`config.mk`:
```
export PLATFORM = sky130hd
export DESIGN_NAME = uhis_host_irq
export DESIGN_NICKNAME = d
export VERILOG_FILES = /design/src/include/uhis_pkg.sv /design/src/design/uhis_edge.sv /design/src/design/uhis_host_irq.sv
export SDC_FILE = /design/constraint.sdc
export NUM_CORES = 1
export LEC_CHECK = 0
export BUFFER_PORTS_ARGS = -buffer_cell sky130_fd_sc_hd__buf_2
export CAP_MARGIN = 5
export CORE_MARGIN = 4
export CORE_UTILIZATION = 40
export CTS_BUF_LIST = sky130_fd_sc_hd__clkbuf_8
export DETAILED_ROUTE_END_ITERATION = 7
export HOLD_SLACK_MARGIN = 0.05
export MAX_ROUTING_LAYER = met4
export PLACE_DENSITY = 0.66
export SLEW_MARGIN = 20
export SYNTH_ARGS = -nofsm -noshare
export SYNTH_HDL_FRONTEND = slang
export SYNTH_SLANG_ARGS = --single-unit
```
`constraint.sdc`:
```
create_clock -name mclk -period 3 [get_ports mclk]
set_input_delay 0.45 -clock mclk [delete_from_list [all_inputs] [get_ports mclk]]
set_output_delay 0.45 -clock mclk [all_outputs]
set_load 0.005 [all_outputs]
```
`src/include/uhis_pkg.sv`:
```
// How it works
// - Seven-bit target address, firmware written
// - Enable one passes interrupt, zero blocks
// - VBUS threshold edges, otg port, first host
// - OTG ID edges, otg port, first host
// - Bit 9 gates frame timer expiry
// - Bits 7,6 gate port B/A wakeup
// - Bits 5,4 gate B/A connect change
// - Bit 0 gates shared transfer done
// - Write one clears flag, zero keeps
// - Status reachable from both access ports
// - Status bit 15 latches VBUS edge
// - Status bit 14 latches ID edge
// - Status bit 9 set on timer expiry
// - Status bit 7 set on B wakeup
// - Status bit 6 set on A wakeup
// - Bits 5,4 set on SE0 edges
// - Bits 3,2 show live SE0 state
// - Status bit 0 latches transfer done
package uhis_pkg;

    localparam int unsigned HOSTS = 2;
    localparam int unsigned ADR_W = 7;

    // Register byte addresses
    localparam logic [15:0] A_H1_ADR = 16'hc088;
    localparam logic [15:0] A_H1_EN = 16'hc08c;
    localparam logic [15:0] A_H1_FLG = 16'hc090;
    localparam logic [15:0] A_H2_ADR = 16'hc0a8;
    localparam logic [15:0] A_H2_EN = 16'hc0ac;
    localparam logic [15:0] A_H2_FLG = 16'hc0b0;

    // Bit positions shared by enable and status words
    localparam int unsigned B_VBUS = 15;
    localparam int unsigned B_ID = 14;
    localparam int unsigned B_SOF = 9;
    localparam int unsigned B_WAKE_B = 7;
    localparam int unsigned B_WAKE_A = 6;
    localparam int unsigned B_CONN_B = 5;
    localparam int unsigned B_CONN_A = 4;
    localparam int unsigned B_SE0_B = 3;
    localparam int unsigned B_SE0_A = 2;
    localparam int unsigned B_DONE = 0;

    // Implemented bits; second host lacks the OTG pair
    localparam logic [15:0] M_H1 = 16'hc2f1;
    localparam logic [15:0] M_H2 = 16'h02f1;

    // Reset values
    localparam logic [15:0] EN_RST = 16'h0000;
    localparam logic [15:0] FLG_RST = 16'h0000;
    localparam logic [ADR_W-1:0] ADR_RST = 7'h00;
    localparam logic [15:0] RD_ZERO = 16'h0000;

    typedef logic [15:0] uhis_word_t;

    // One register access port
    typedef struct packed {
        logic wr;
        logic rd;
        logic [15:0] addr;
        uhis_word_t wdata;
    } uhis_bus_s;

    // Engine signals for one host instance
    typedef struct packed {
        logic done;
        logic sof_expire;
        logic wake_a;
        logic wake_b;
        logic se0_a;
        logic se0_b;
        logic vbus_hi;
        logic otg_id;
    } uhis_evt_s;

    // Access that hits one register
    function automatic logic uhis_hit(uhis_bus_s b, logic [15:0] a);
        return b.addr == a;
    endfunction

endpackage

```
`src/design/uhis_edge.sv`:
```
`timescale 1ns/1ps
// Either-edge detector over a group of levels
module uhis_edge #(
    parameter int unsigned W = 8
) (
    input wire logic mclk, // System clock
    input wire logic rst_n_s, // Synchronised reset, active low
    input wire logic [W-1:0] lvl, // Levels to watch
    output logic [W-1:0] edge_p // One-cycle pulse per change
);
    import uhis_pkg::*;

    logic [W-1:0] prev_q;

    // Last sample of each level
    always_ff @(posedge mclk or negedge rst_n_s) begin
        if (!rst_n_s) begin
            prev_q <= '0;
        end else begin
            prev_q <= lvl;
        end
    end

    // Rising and falling both count
    assign edge_p = lvl ^ prev_q;

    ////////////////////////////////////////////////////////////////////////
    a_edge_pulse: assert property (
        @(posedge mclk) disable iff (!rst_n_s)
        $changed(lvl) |-> (edge_p != '0))
        else $error("level change gave no edge pulse");

endmodule // uhis_edge

```
`src/design/uhis_host_irq.sv`:
```
`timescale 1ns/1ps
// Host interrupt flags, enables and target address for two hosts
module uhis_host_irq (
    input wire logic mclk, // System clock, 100 MHz
    input wire logic rst_n, // Async reset, active low
    input wire uhis_pkg::uhis_bus_s cpu_bus, // Internal processor port
    output uhis_pkg::uhis_word_t cpu_rdata, // Read data, one cycle late
    input wire uhis_pkg::uhis_bus_s hpi_bus, // Parallel host port
    output uhis_pkg::uhis_word_t hpi_rdata, // Read data, one cycle late
    input wire uhis_pkg::uhis_evt_s h1_evt, // First host engine signals
    input wire uhis_pkg::uhis_evt_s h2_evt, // Second host engine signals
    output logic irq_host1, // First host interrupt, high
    output logic irq_host2, // Second host interrupt, high
    output logic [6:0] h1_dev_addr, // First host target address
    output logic [6:0] h2_dev_addr // Second host target address
);
    import uhis_pkg::*;

    ////////////////////////////////////////////////////////////////////////
    // Reset release
    logic rst_meta_q;
    logic rst_n_s;

    // Two stages so release is clean against mclk
    always_ff @(posedge mclk or negedge rst_n) begin
        if (!rst_n) begin
            rst_meta_q <= 1'b0;
            rst_n_s <= 1'b0;
        end else begin
            rst_meta_q <= 1'b1;
            rst_n_s <= rst_meta_q;
        end
    end

    ////////////////////////////////////////////////////////////////////////
    // Declarations
    uhis_evt_s evt [HOSTS];
    logic [15:0] mask [HOSTS];
    logic [15:0] a_en [HOSTS];
    logic [15:0] a_flg [HOSTS];
    logic [15:0] a_adr [HOSTS];
    uhis_word_t en_q [HOSTS];
    uhis_word_t flags_q [HOSTS];
    uhis_word_t flags_d [HOSTS];
    uhis_word_t set_v [HOSTS];
    uhis_word_t clr_v [HOSTS];
    uhis_word_t stat_v [HOSTS];
    logic [ADR_W-1:0] adr_q [HOSTS];
    logic [HOSTS-1:0] irq_q;
    logic [7:0] lvl;
    logic [7:0] edg;

    // Per-host constants as arrays so loops can index them
    assign evt[0] = h1_evt;
    assign evt[1] = h2_evt;
    assign mask[0] = M_H1;
    assign mask[1] = M_H2;
    assign a_en[0] = A_H1_EN;
    assign a_en[1] = A_H2_EN;
    assign a_flg[0] = A_H1_FLG;
    assign a_flg[1] = A_H2_FLG;
    assign a_adr[0] = A_H1_ADR;
    assign a_adr[1] = A_H2_ADR;

    ////////////////////////////////////////////////////////////////////////
    // Edge detection of the watched levels
    assign lvl = {h2_evt.se0_b, h2_evt.se0_a, h2_evt.otg_id,
                  h2_evt.vbus_hi, h1_evt.se0_b, h1_evt.se0_a,
                  h1_evt.otg_id, h1_evt.vbus_hi};

    uhis_edge #(
        .W(8)
    ) u_edge (
        .mclk(mclk),
        .rst_n_s(rst_n_s),
        .lvl(lvl),
        .edge_p(edg)
    );

    ////////////////////////////////////////////////////////////////////////
    // Events per host; OTG bits drop out through the mask on host two
    always_comb begin
        for (int h = 0; h < HOSTS; h++) begin
            set_v[h] = '0;
            set_v[h][B_DONE] = evt[h].done;
            set_v[h][B_CONN_A] = edg[4*h+2];
            set_v[h][B_CONN_B] = edg[4*h+3];
            set_v[h][B_WAKE_A] = evt[h].wake_a;
            set_v[h][B_WAKE_B] = evt[h].wake_b;
            set_v[h][B_SOF] = evt[h].sof_expire;
            set_v[h][B_ID] = edg[4*h+1];
            set_v[h][B_VBUS] = edg[4*h];
            set_v[h] = set_v[h] & mask[h];
        end
    end

    ////////////////////////////////////////////////////////////////////////
    // Clear requests from either port are merged
    always_comb begin
        for (int h = 0; h < HOSTS; h++) begin
            clr_v[h] = '0;
            if (cpu_bus.wr && uhis_hit(cpu_bus, a_flg[h])) begin
                clr_v[h] = clr_v[h] | cpu_bus.wdata;
            end
            if (hpi_bus.wr && uhis_hit(hpi_bus, a_flg[h])) begin
                clr_v[h] = clr_v[h] | hpi_bus.wdata;
            end
        end
    end

    // Set beats clear so an event in the clear cycle survives
    always_comb begin
        for (int h = 0; h < HOSTS; h++) begin
            flags_d[h] = ((flags_q[h] & ~clr_v[h]) | set_v[h]) & mask[h];
        end
    end

    // Sticky flags
    always_ff @(posedge mclk or negedge rst_n_s) begin
        if (!rst_n_s) begin
            for (int h = 0; h < HOSTS; h++) begin
                flags_q[h] <= FLG_RST;
            end
        end else begin
            for (int h = 0; h < HOSTS; h++) begin
                flags_q[h] <= flags_d[h];
            end
        end
    end

    ////////////////////////////////////////////////////////////////////////
    // Enable registers; processor port wins a same-cycle collision
    always_ff @(posedge mclk or negedge rst_n_s) begin
        if (!rst_n_s) begin
            for (int h = 0; h < HOSTS; h++) begin
                en_q[h] <= EN_RST;
            end
        end else begin
            for (int h = 0; h < HOSTS; h++) begin
                if (cpu_bus.wr && uhis_hit(cpu_bus, a_en[h])) begin
                    en_q[h] <= cpu_bus.wdata & mask[h];
                end else if (hpi_bus.wr && uhis_hit(hpi_bus, a_en[h])) begin
                    en_q[h] <= hpi_bus.wdata & mask[h];
                end
            end
        end
    end

    ////////////////////////////////////////////////////////////////////////
    // Target address, write only; only the low seven bits are kept
    always_ff @(posedge mclk or negedge rst_n_s) begin
        if (!rst_n_s) begin
            for (int h = 0; h < HOSTS; h++) begin
                adr_q[h] <= ADR_RST;
            end
        end else begin
            for (int h = 0; h < HOSTS; h++) begin
                if (cpu_bus.wr && uhis_hit(cpu_bus, a_adr[h])) begin
                    adr_q[h] <= cpu_bus.wdata[ADR_W-1:0];
                end else if (hpi_bus.wr && uhis_hit(hpi_bus, a_adr[h])) begin
                    adr_q[h] <= hpi_bus.wdata[ADR_W-1:0];
                end
            end
        end
    end

    assign h1_dev_addr = adr_q[0];
    assign h2_dev_addr = adr_q[1];

    ////////////////////////////////////////////////////////////////////////
    // Interrupt request; registered so the pin never glitches
    always_ff @(posedge mclk or negedge rst_n_s) begin
        if (!rst_n_s) begin
            irq_q <= '0;
        end else begin
            for (int h = 0; h < HOSTS; h++) begin
                irq_q[h] <= |(flags_q[h] & en_q[h]);
            end
        end
    end

    assign irq_host1 = irq_q[0];
    assign irq_host2 = irq_q[1];

    ////////////////////////////////////////////////////////////////////////
    // Status word seen by reads: latched flags plus live SE0 levels
    always_comb begin
        for (int h = 0; h < HOSTS; h++) begin
            stat_v[h] = flags_q[h];
            stat_v[h][B_SE0_A] = evt[h].se0_a;
            stat_v[h][B_SE0_B] = evt[h].se0_b;
        end
    end

    // Read decode shared by both ports; address register reads zero
    function automatic uhis_word_t rd_word(logic [15:0] a,
                                            uhis_word_t s0,
                                            uhis_word_t s1,
                                            uhis_word_t e0,
                                            uhis_word_t e1);
        uhis_word_t r;
        r = RD_ZERO;
        case (a)
            A_H1_EN: r = e0;
            A_H1_FLG: r = s0;
            A_H2_EN: r = e1;
            A_H2_FLG: r = s1;
            default: r = RD_ZERO;
        endcase
        return r;
    endfunction

    // Processor read data
    always_ff @(posedge mclk or negedge rst_n_s) begin
        if (!rst_n_s) begin
            cpu_rdata <= RD_ZERO;
        end else if (cpu_bus.rd) begin
            cpu_rdata <= rd_word(cpu_bus.addr, stat_v[0], stat_v[1],
                                 en_q[0], en_q[1]);
        end
    end

    // Host port read data, same map as the processor sees
    always_ff @(posedge mclk or negedge rst_n_s) begin
        if (!rst_n_s) begin
            hpi_rdata <= RD_ZERO;
        end else if (hpi_bus.rd) begin
            hpi_rdata <= rd_word(hpi_bus.addr, stat_v[0], stat_v[1],
                                 en_q[0], en_q[1]);
        end
    end

    ////////////////////////////////////////////////////////////////////////
    // Checks
    // Target address loads and stays hidden from reads
    a_addr_load: assert property (
        @(posedge mclk) disable iff (!rst_n_s)
        cpu_bus.wr && cpu_bus.addr == A_H1_ADR
        |=> h1_dev_addr == $past(cpu_bus.wdata[ADR_W-1:0]))
        else $error("target address not loaded");

    a_addr_cpu_wins: assert property (
        @(posedge mclk) disable iff (!rst_n_s)
        cpu_bus.wr && cpu_bus.addr == A_H2_ADR
        |=> h2_dev_addr == $past(cpu_bus.wdata[ADR_W-1:0]))
        else $error("processor address write lost");

    a_addr_read_zero: assert property (
        @(posedge mclk) disable iff (!rst_n_s)
        cpu_bus.rd && cpu_bus.addr == A_H1_ADR |=> cpu_rdata == RD_ZERO)
        else $error("write only address register read back");

    // Enables gate the request, one cycle behind the flags
    a_irq_gate: assert property (
        @(posedge mclk) disable iff (!rst_n_s)
        ##1 irq_host1 == $past(|(flags_q[0] & en_q[0])))
        else $error("host one interrupt not gated by enables");

    a_sof_gate: assert property (
        @(posedge mclk) disable iff (!rst_n_s)
        h1_evt.sof_expire ##1 en_q[0][B_SOF]
        |=> irq_host1)
        else $error("timer expiry gave no interrupt");

    a_wake_gate: assert property (
        @(posedge mclk) disable iff (!rst_n_s)
        h1_evt.wake_a ##1 en_q[0][B_WAKE_A]
        |=> irq_host1)
        else $error("port A wakeup gave no interrupt");

    a_conn_gate: assert property (
        @(posedge mclk) disable iff (!rst_n_s)
        $changed(h1_evt.se0_b) ##1 en_q[0][B_CONN_B]
        |=> irq_host1)
        else $error("port B connect change gave no interrupt");

    a_done_set: assert property (
        @(posedge mclk) disable iff (!rst_n_s)
        h1_evt.done ##1 en_q[0][B_DONE]
        |=> irq_host1)
        else $error("transfer done gave no interrupt");

    a_irq_cause: assert property (
        @(posedge mclk) disable iff (!rst_n_s)
        $rose(irq_host2)
        |-> $past(|(flags_q[1] & en_q[1])))
        else $error("host two interrupt without cause");

    // Events latch whatever the enables say
    a_vbus_edge: assert property (
        @(posedge mclk) disable iff (!rst_n_s)
        $changed(h1_evt.vbus_hi) |=> flags_q[0][B_VBUS])
        else $error("VBUS edge not latched");

    a_id_edge: assert property (
        @(posedge mclk) disable iff (!rst_n_s)
        $changed(h1_evt.otg_id) |=> flags_q[0][B_ID])
        else $error("ID edge not latched");

    a_h2_reserved: assert property (
        @(posedge mclk) disable iff (!rst_n_s)
        flags_q[1][B_VBUS] == 1'b0 && flags_q[1][B_ID] == 1'b0)
        else $error("second host OTG bits set");

    a_sof_expiry: assert property (
        @(posedge mclk) disable iff (!rst_n_s)
        h1_evt.sof_expire |=> flags_q[0][B_SOF])
        else $error("timer expiry not latched");

    a_wake_b_set: assert property (
        @(posedge mclk) disable iff (!rst_n_s)
        h1_evt.wake_b |=> flags_q[0][B_WAKE_B])
        else $error("port B wakeup not latched");

    a_conn_set: assert property (
        @(posedge mclk) disable iff (!rst_n_s)
        $changed(h1_evt.se0_a) |=> flags_q[0][B_CONN_A])
        else $error("connect change not latched");

    a_se0_live: assert property (
        @(posedge mclk) disable iff (!rst_n_s)
        cpu_bus.rd && cpu_bus.addr == A_H1_FLG
        |=> cpu_rdata[B_SE0_A] == $past(h1_evt.se0_a)
            && cpu_rdata[B_SE0_B] == $past(h1_evt.se0_b))
        else $error("SE0 status not live");

    a_done_latch: assert property (
        @(posedge mclk) disable iff (!rst_n_s)
        h1_evt.done |=> flags_q[0][B_DONE])
        else $error("transfer done not latched");

    // Clearing from either port
    a_w1c_keep: assert property (
        @(posedge mclk) disable iff (!rst_n_s)
        flags_q[0][B_SOF] && clr_v[0][B_SOF] == 1'b0
        |=> flags_q[0][B_SOF])
        else $error("flag lost without a one written");

    a_set_wins: assert property (
        @(posedge mclk) disable iff (!rst_n_s)
        h1_evt.sof_expire && clr_v[0][B_SOF] |=> flags_q[0][B_SOF])
        else $error("clear beat a same-cycle event");

    a_hpi_clear: assert property (
        @(posedge mclk) disable iff (!rst_n_s)
        hpi_bus.wr && hpi_bus.addr == A_H1_FLG && hpi_bus.wdata[B_DONE]
        && !h1_evt.done |=> !flags_q[0][B_DONE])
        else $error("host port write did not clear flag");

endmodule // uhis_host_irq

```
==> impl_metrics.csv <==
group,metric,value,unit
job,reported_max_cap_violation_count,0,
routing,avgViaCountPerCell,5.86,
global_route,grt_first_pass_wirelength,20100,µm
power,power_density,395,mW/mm²
synthesis,postSynthAreaPerCell,9.35,µm²
critical_path,r2r-end,"hpi_rdata[6]",
layout,antennaDiodeCount,0,
power,vdd.ir_drop.worst,162,µV
timing,tightestPinTransition,0.679,ns
clock_network,ctsResizeCount,0,
global_route,grt_pass1_vias,3739,
critical_path,critical_path_arrival,2.44,ns
global_route,grt_max_degree,39,
power,total_power,1.95,mW
power,leakage,2.06,nW
timing,finalHoldWorstSlack,0.113,ns
synthesis,synth_enable_flop_cells,0,
synthesis,dominantRegCellSynth,"sky130_fd_sc_hd__dfrtp_1",
routing,vias,3986,
clock_network,clkSinkCount,72,
die,start_util,0.415,
synthesis,ys_seq_elements,72,
die,design.die.area,0.0119,mm²
hold_path,hp-class,"reg -> async",
timing,final_critical_path_setup_slack,0.773,ns
routing,wire_per_inst,19.1,µm
global_route,grt_overflow,0,
synthesis,ys.warnings.count,0,
critical_path,required,3.21,ns
run_status,outcome,"finished, final reports clean",
routing,final_antenna_net_count,0,
clock_network,cts_root_buf,"sky130_fd_sc_hd__clkbuf_8",
timing,rsz0062_at_grt,"false",
die,placeableCoreArea,0.00986,mm²
critical_path,cp_slowest_stage_delay,0.80,ns
timing,relSlewSlack,0.544,
critical_path,rrSetupSlack,1.76,ns
synthesis,post_synth_inst_count,438,
clock_network,clockBufferDepth,2,
clock_network,worst_setup_hold_path_clk_slew,0.08,ns
die,chipWidth,109,µm
timing,setup_violations,0,
global_route,track_usage,0.228,
clock_network,htree_levels,3,
synthesis,synthArstFlopShare,1.00,
clock_network,hold_fix_buffers_at_cts,1,
placement,preCtsSetupSlack,0.428,ns
power,power_switching,0.507,mW
power,seq_power_share,0.502,
critical_path,worstPathMaxFanout,14,
placement,placed_cell_area,0.00473,mm²
placement,numPortBuffers,109,
global_route,grt_antenna_before_repair,0,
layout,area.growth.synth_to_final,20.7,%
routing,drtPass1Iterations,5,
synthesis,synth.yosys.seq_area_share,0.440,
critical_path,worstPathBufferInverterCount,1,
die,rows,36,
placement,place_congestion,0.916,
power,sw_frac_of_total,0.259,
clock_network,clock_tree_from_tritoncts,"done",
timing,finalWorstPathRequiredPeriod,2.23,ns
layout,postLayoutCoreUtil,0.501,
layout,instances_no_fill,680,
timing,fin_skew,0.00603,ns
clock_network,clk-insertion-delay-late,0.35,ns
layout,final_cell_area,0.00494,mm²
routing,detail_route.iter0.violations,420,
critical_path,regToRegStartpoint,"en_q[22]",
critical_path,worstSetupEndpointType,"register",
layout,layout-drive-gt1-share,0.331,
power,power.combinational.fraction,0.090,
critical_path,critical_path_class,"in -> reg",
timing,hold_viol_final,0,
timing,tns,0,ns
clock_network,cts_inserted_buffers,9,
critical_path,timing.critical_path.cells,"buf_2 -> or4_1 -> or4_1 -> o21ai_0 -> a31oi_1",
synthesis,synth_area,0.00410,mm²
routing,route.detailed.drc,0,
critical_path,reg2regPathDepth,3,
die,chip_height,109,µm
placement,detailedPlacementHpwl,9480,µm
critical_path,crit_path_top_delay_cell,"sky130_fd_sc_hd__or4_1",
critical_path,startpoint_type,"input port",
die,io-pin-count,134,
placement,dp.cells,663,
critical_path,crit_top_cell,"sky130_fd_sc_hd__or4_1",
critical_path,timing.critical_path.max_delay_family,"simple AND/OR/NAND/NOR gates",
synthesis,distinct_cells_synth,42,
power,portion_of_total_power_attributed_to_the_clock_network,0.409,
layout,fin_nets,628,
clock_network,cts_post_setup_buffers_inserted,0,
timing,timing.fmax,449,MHz
power,cellInternalPower,1.45,mW
routing,wirelength,13000,µm
timing,count_of_final_max_slew_check_failures,0,
timing,timing.final.crit_share,0.742,
cells in the mapped netlist, drive strengths merged, types with 3 or more instances:
library cell,count,area (µm²)
a21o,3,22.5
a22oi,21,158
a31o,11,96.3
a31oi,31,194
buf,21,159
clkbuf,24,90.1
dfrtp,72,1800
inv,24,90.1
mux2,24,270
nand2,9,33.8
nand2b,3,18.8
nand3,59,295
nand4,3,18.8
nand4bb,3,33.8
nor2,4,15.0
nor3,32,160
nor4,10,100
o21ai,36,180
o22ai,15,93.8
or2,5,31.3
or4,6,56.3
xor2,6,52.6
placed cells by master (no fill, tap or decap), types with 4 or more instances in the layout:
cell	Yosys	routed
sky130_fd_sc_hd__a31oi_1	31	31
sky130_fd_sc_hd__nand2_1	9	9
sky130_fd_sc_hd__nand3_1	59	59
sky130_fd_sc_hd__buf_2	4	109
sky130_fd_sc_hd__a31o_1	10	10
sky130_fd_sc_hd__nor4_1	4	4
sky130_fd_sc_hd__o21ai_0	30	30
sky130_fd_sc_hd__xor2_1	6	6
sky130_fd_sc_hd__o21ai_1	6	6
sky130_fd_sc_hd__nor2_1	4	4
sky130_fd_sc_hd__nor3_1	32	32
sky130_fd_sc_hd__clkbuf_8	0	10
sky130_fd_sc_hd__o22ai_1	15	15
sky130_fd_sc_hd__a22oi_1	21	21
sky130_fd_sc_hd__buf_4	12	17
sky130_fd_sc_hd__inv_1	24	24
sky130_fd_sc_hd__dfrtp_1	72	71
sky130_fd_sc_hd__mux2_2	24	24
sky130_fd_sc_hd__conb_1	2	13
sky130_fd_sc_hd__nor4_2	6	6
sky130_fd_sc_hd__or2_0	4	4
area by class of cell:
class	count	area [µm²]
clock inverters	6	66.3
repair buffers	127	683
well taps	133	166
fillers	980	4920
flip-flops and latches	72	1800
inverters	24	90.1
clock buffers	10	138
multi-input cells	308	2000
power by group through the flow:
stage          sequential, mW  combinational, mW  clock (mW)
3_5_place_dp             1.00              0.173           0
5_1_grt                 0.981              0.193       0.854
3_3_place_gp             1.00              0.170           0
2_1_floorplan            1.01             0.0746           0
6_report                0.980              0.175       0.798
4_1_cts                 0.980              0.175       0.814
per-layer routing:
layer	track usage	wire [µm]
met3	0.0497	1160
met4	0.0810	277
met1	0.316	5650
met2	0.331	5890
met5	-	0
kinds of logic (layout without fill, tap and decap cells):
| family | Yosys count | in the layout | synth area share |
|---|---|---|---|
| compound gates | 121 | 121 | 0.190 |
| simple gates | 144 | 144 | 0.207 |
| xor+xnor | 6 | 6 | 0.0128 |
| mux | 24 | 24 | 0.0660 |
| flops | 72 | 72 | 0.440 |
| buf+inv | 69 | 167 | 0.0828 |
| other cells | 2 | 13 | 0.00183 |
flip-flops by register name, indices dropped and copies added, names as in the netlist:
register,count
rst_meta_q,1
h1_dev_addr,7
h2_dev_addr,7
irq_q,2
hpi_rdata,10
cpu_rdata,10
u_edge.prev_q,6
rst_n_s,1
en_q,14
flags_q,14
worst max path at each step:
stage | from | endpoint | depth (start not counted)
2_1_floorplan | hpi_bus[27] | en_q[22] | 6
6_report | hpi_bus[27] | en_q[6] | 5
3_5_place_dp | hpi_bus[27] | en_q[6] | 5
3_3_place_gp | cpu_bus[25] | en_q[31] | 5
4_1_cts | hpi_bus[27] | en_q[6] | 5
5_1_grt | hpi_bus[27] | en_q[0] | 5
(Power assumes the default switching activity.)
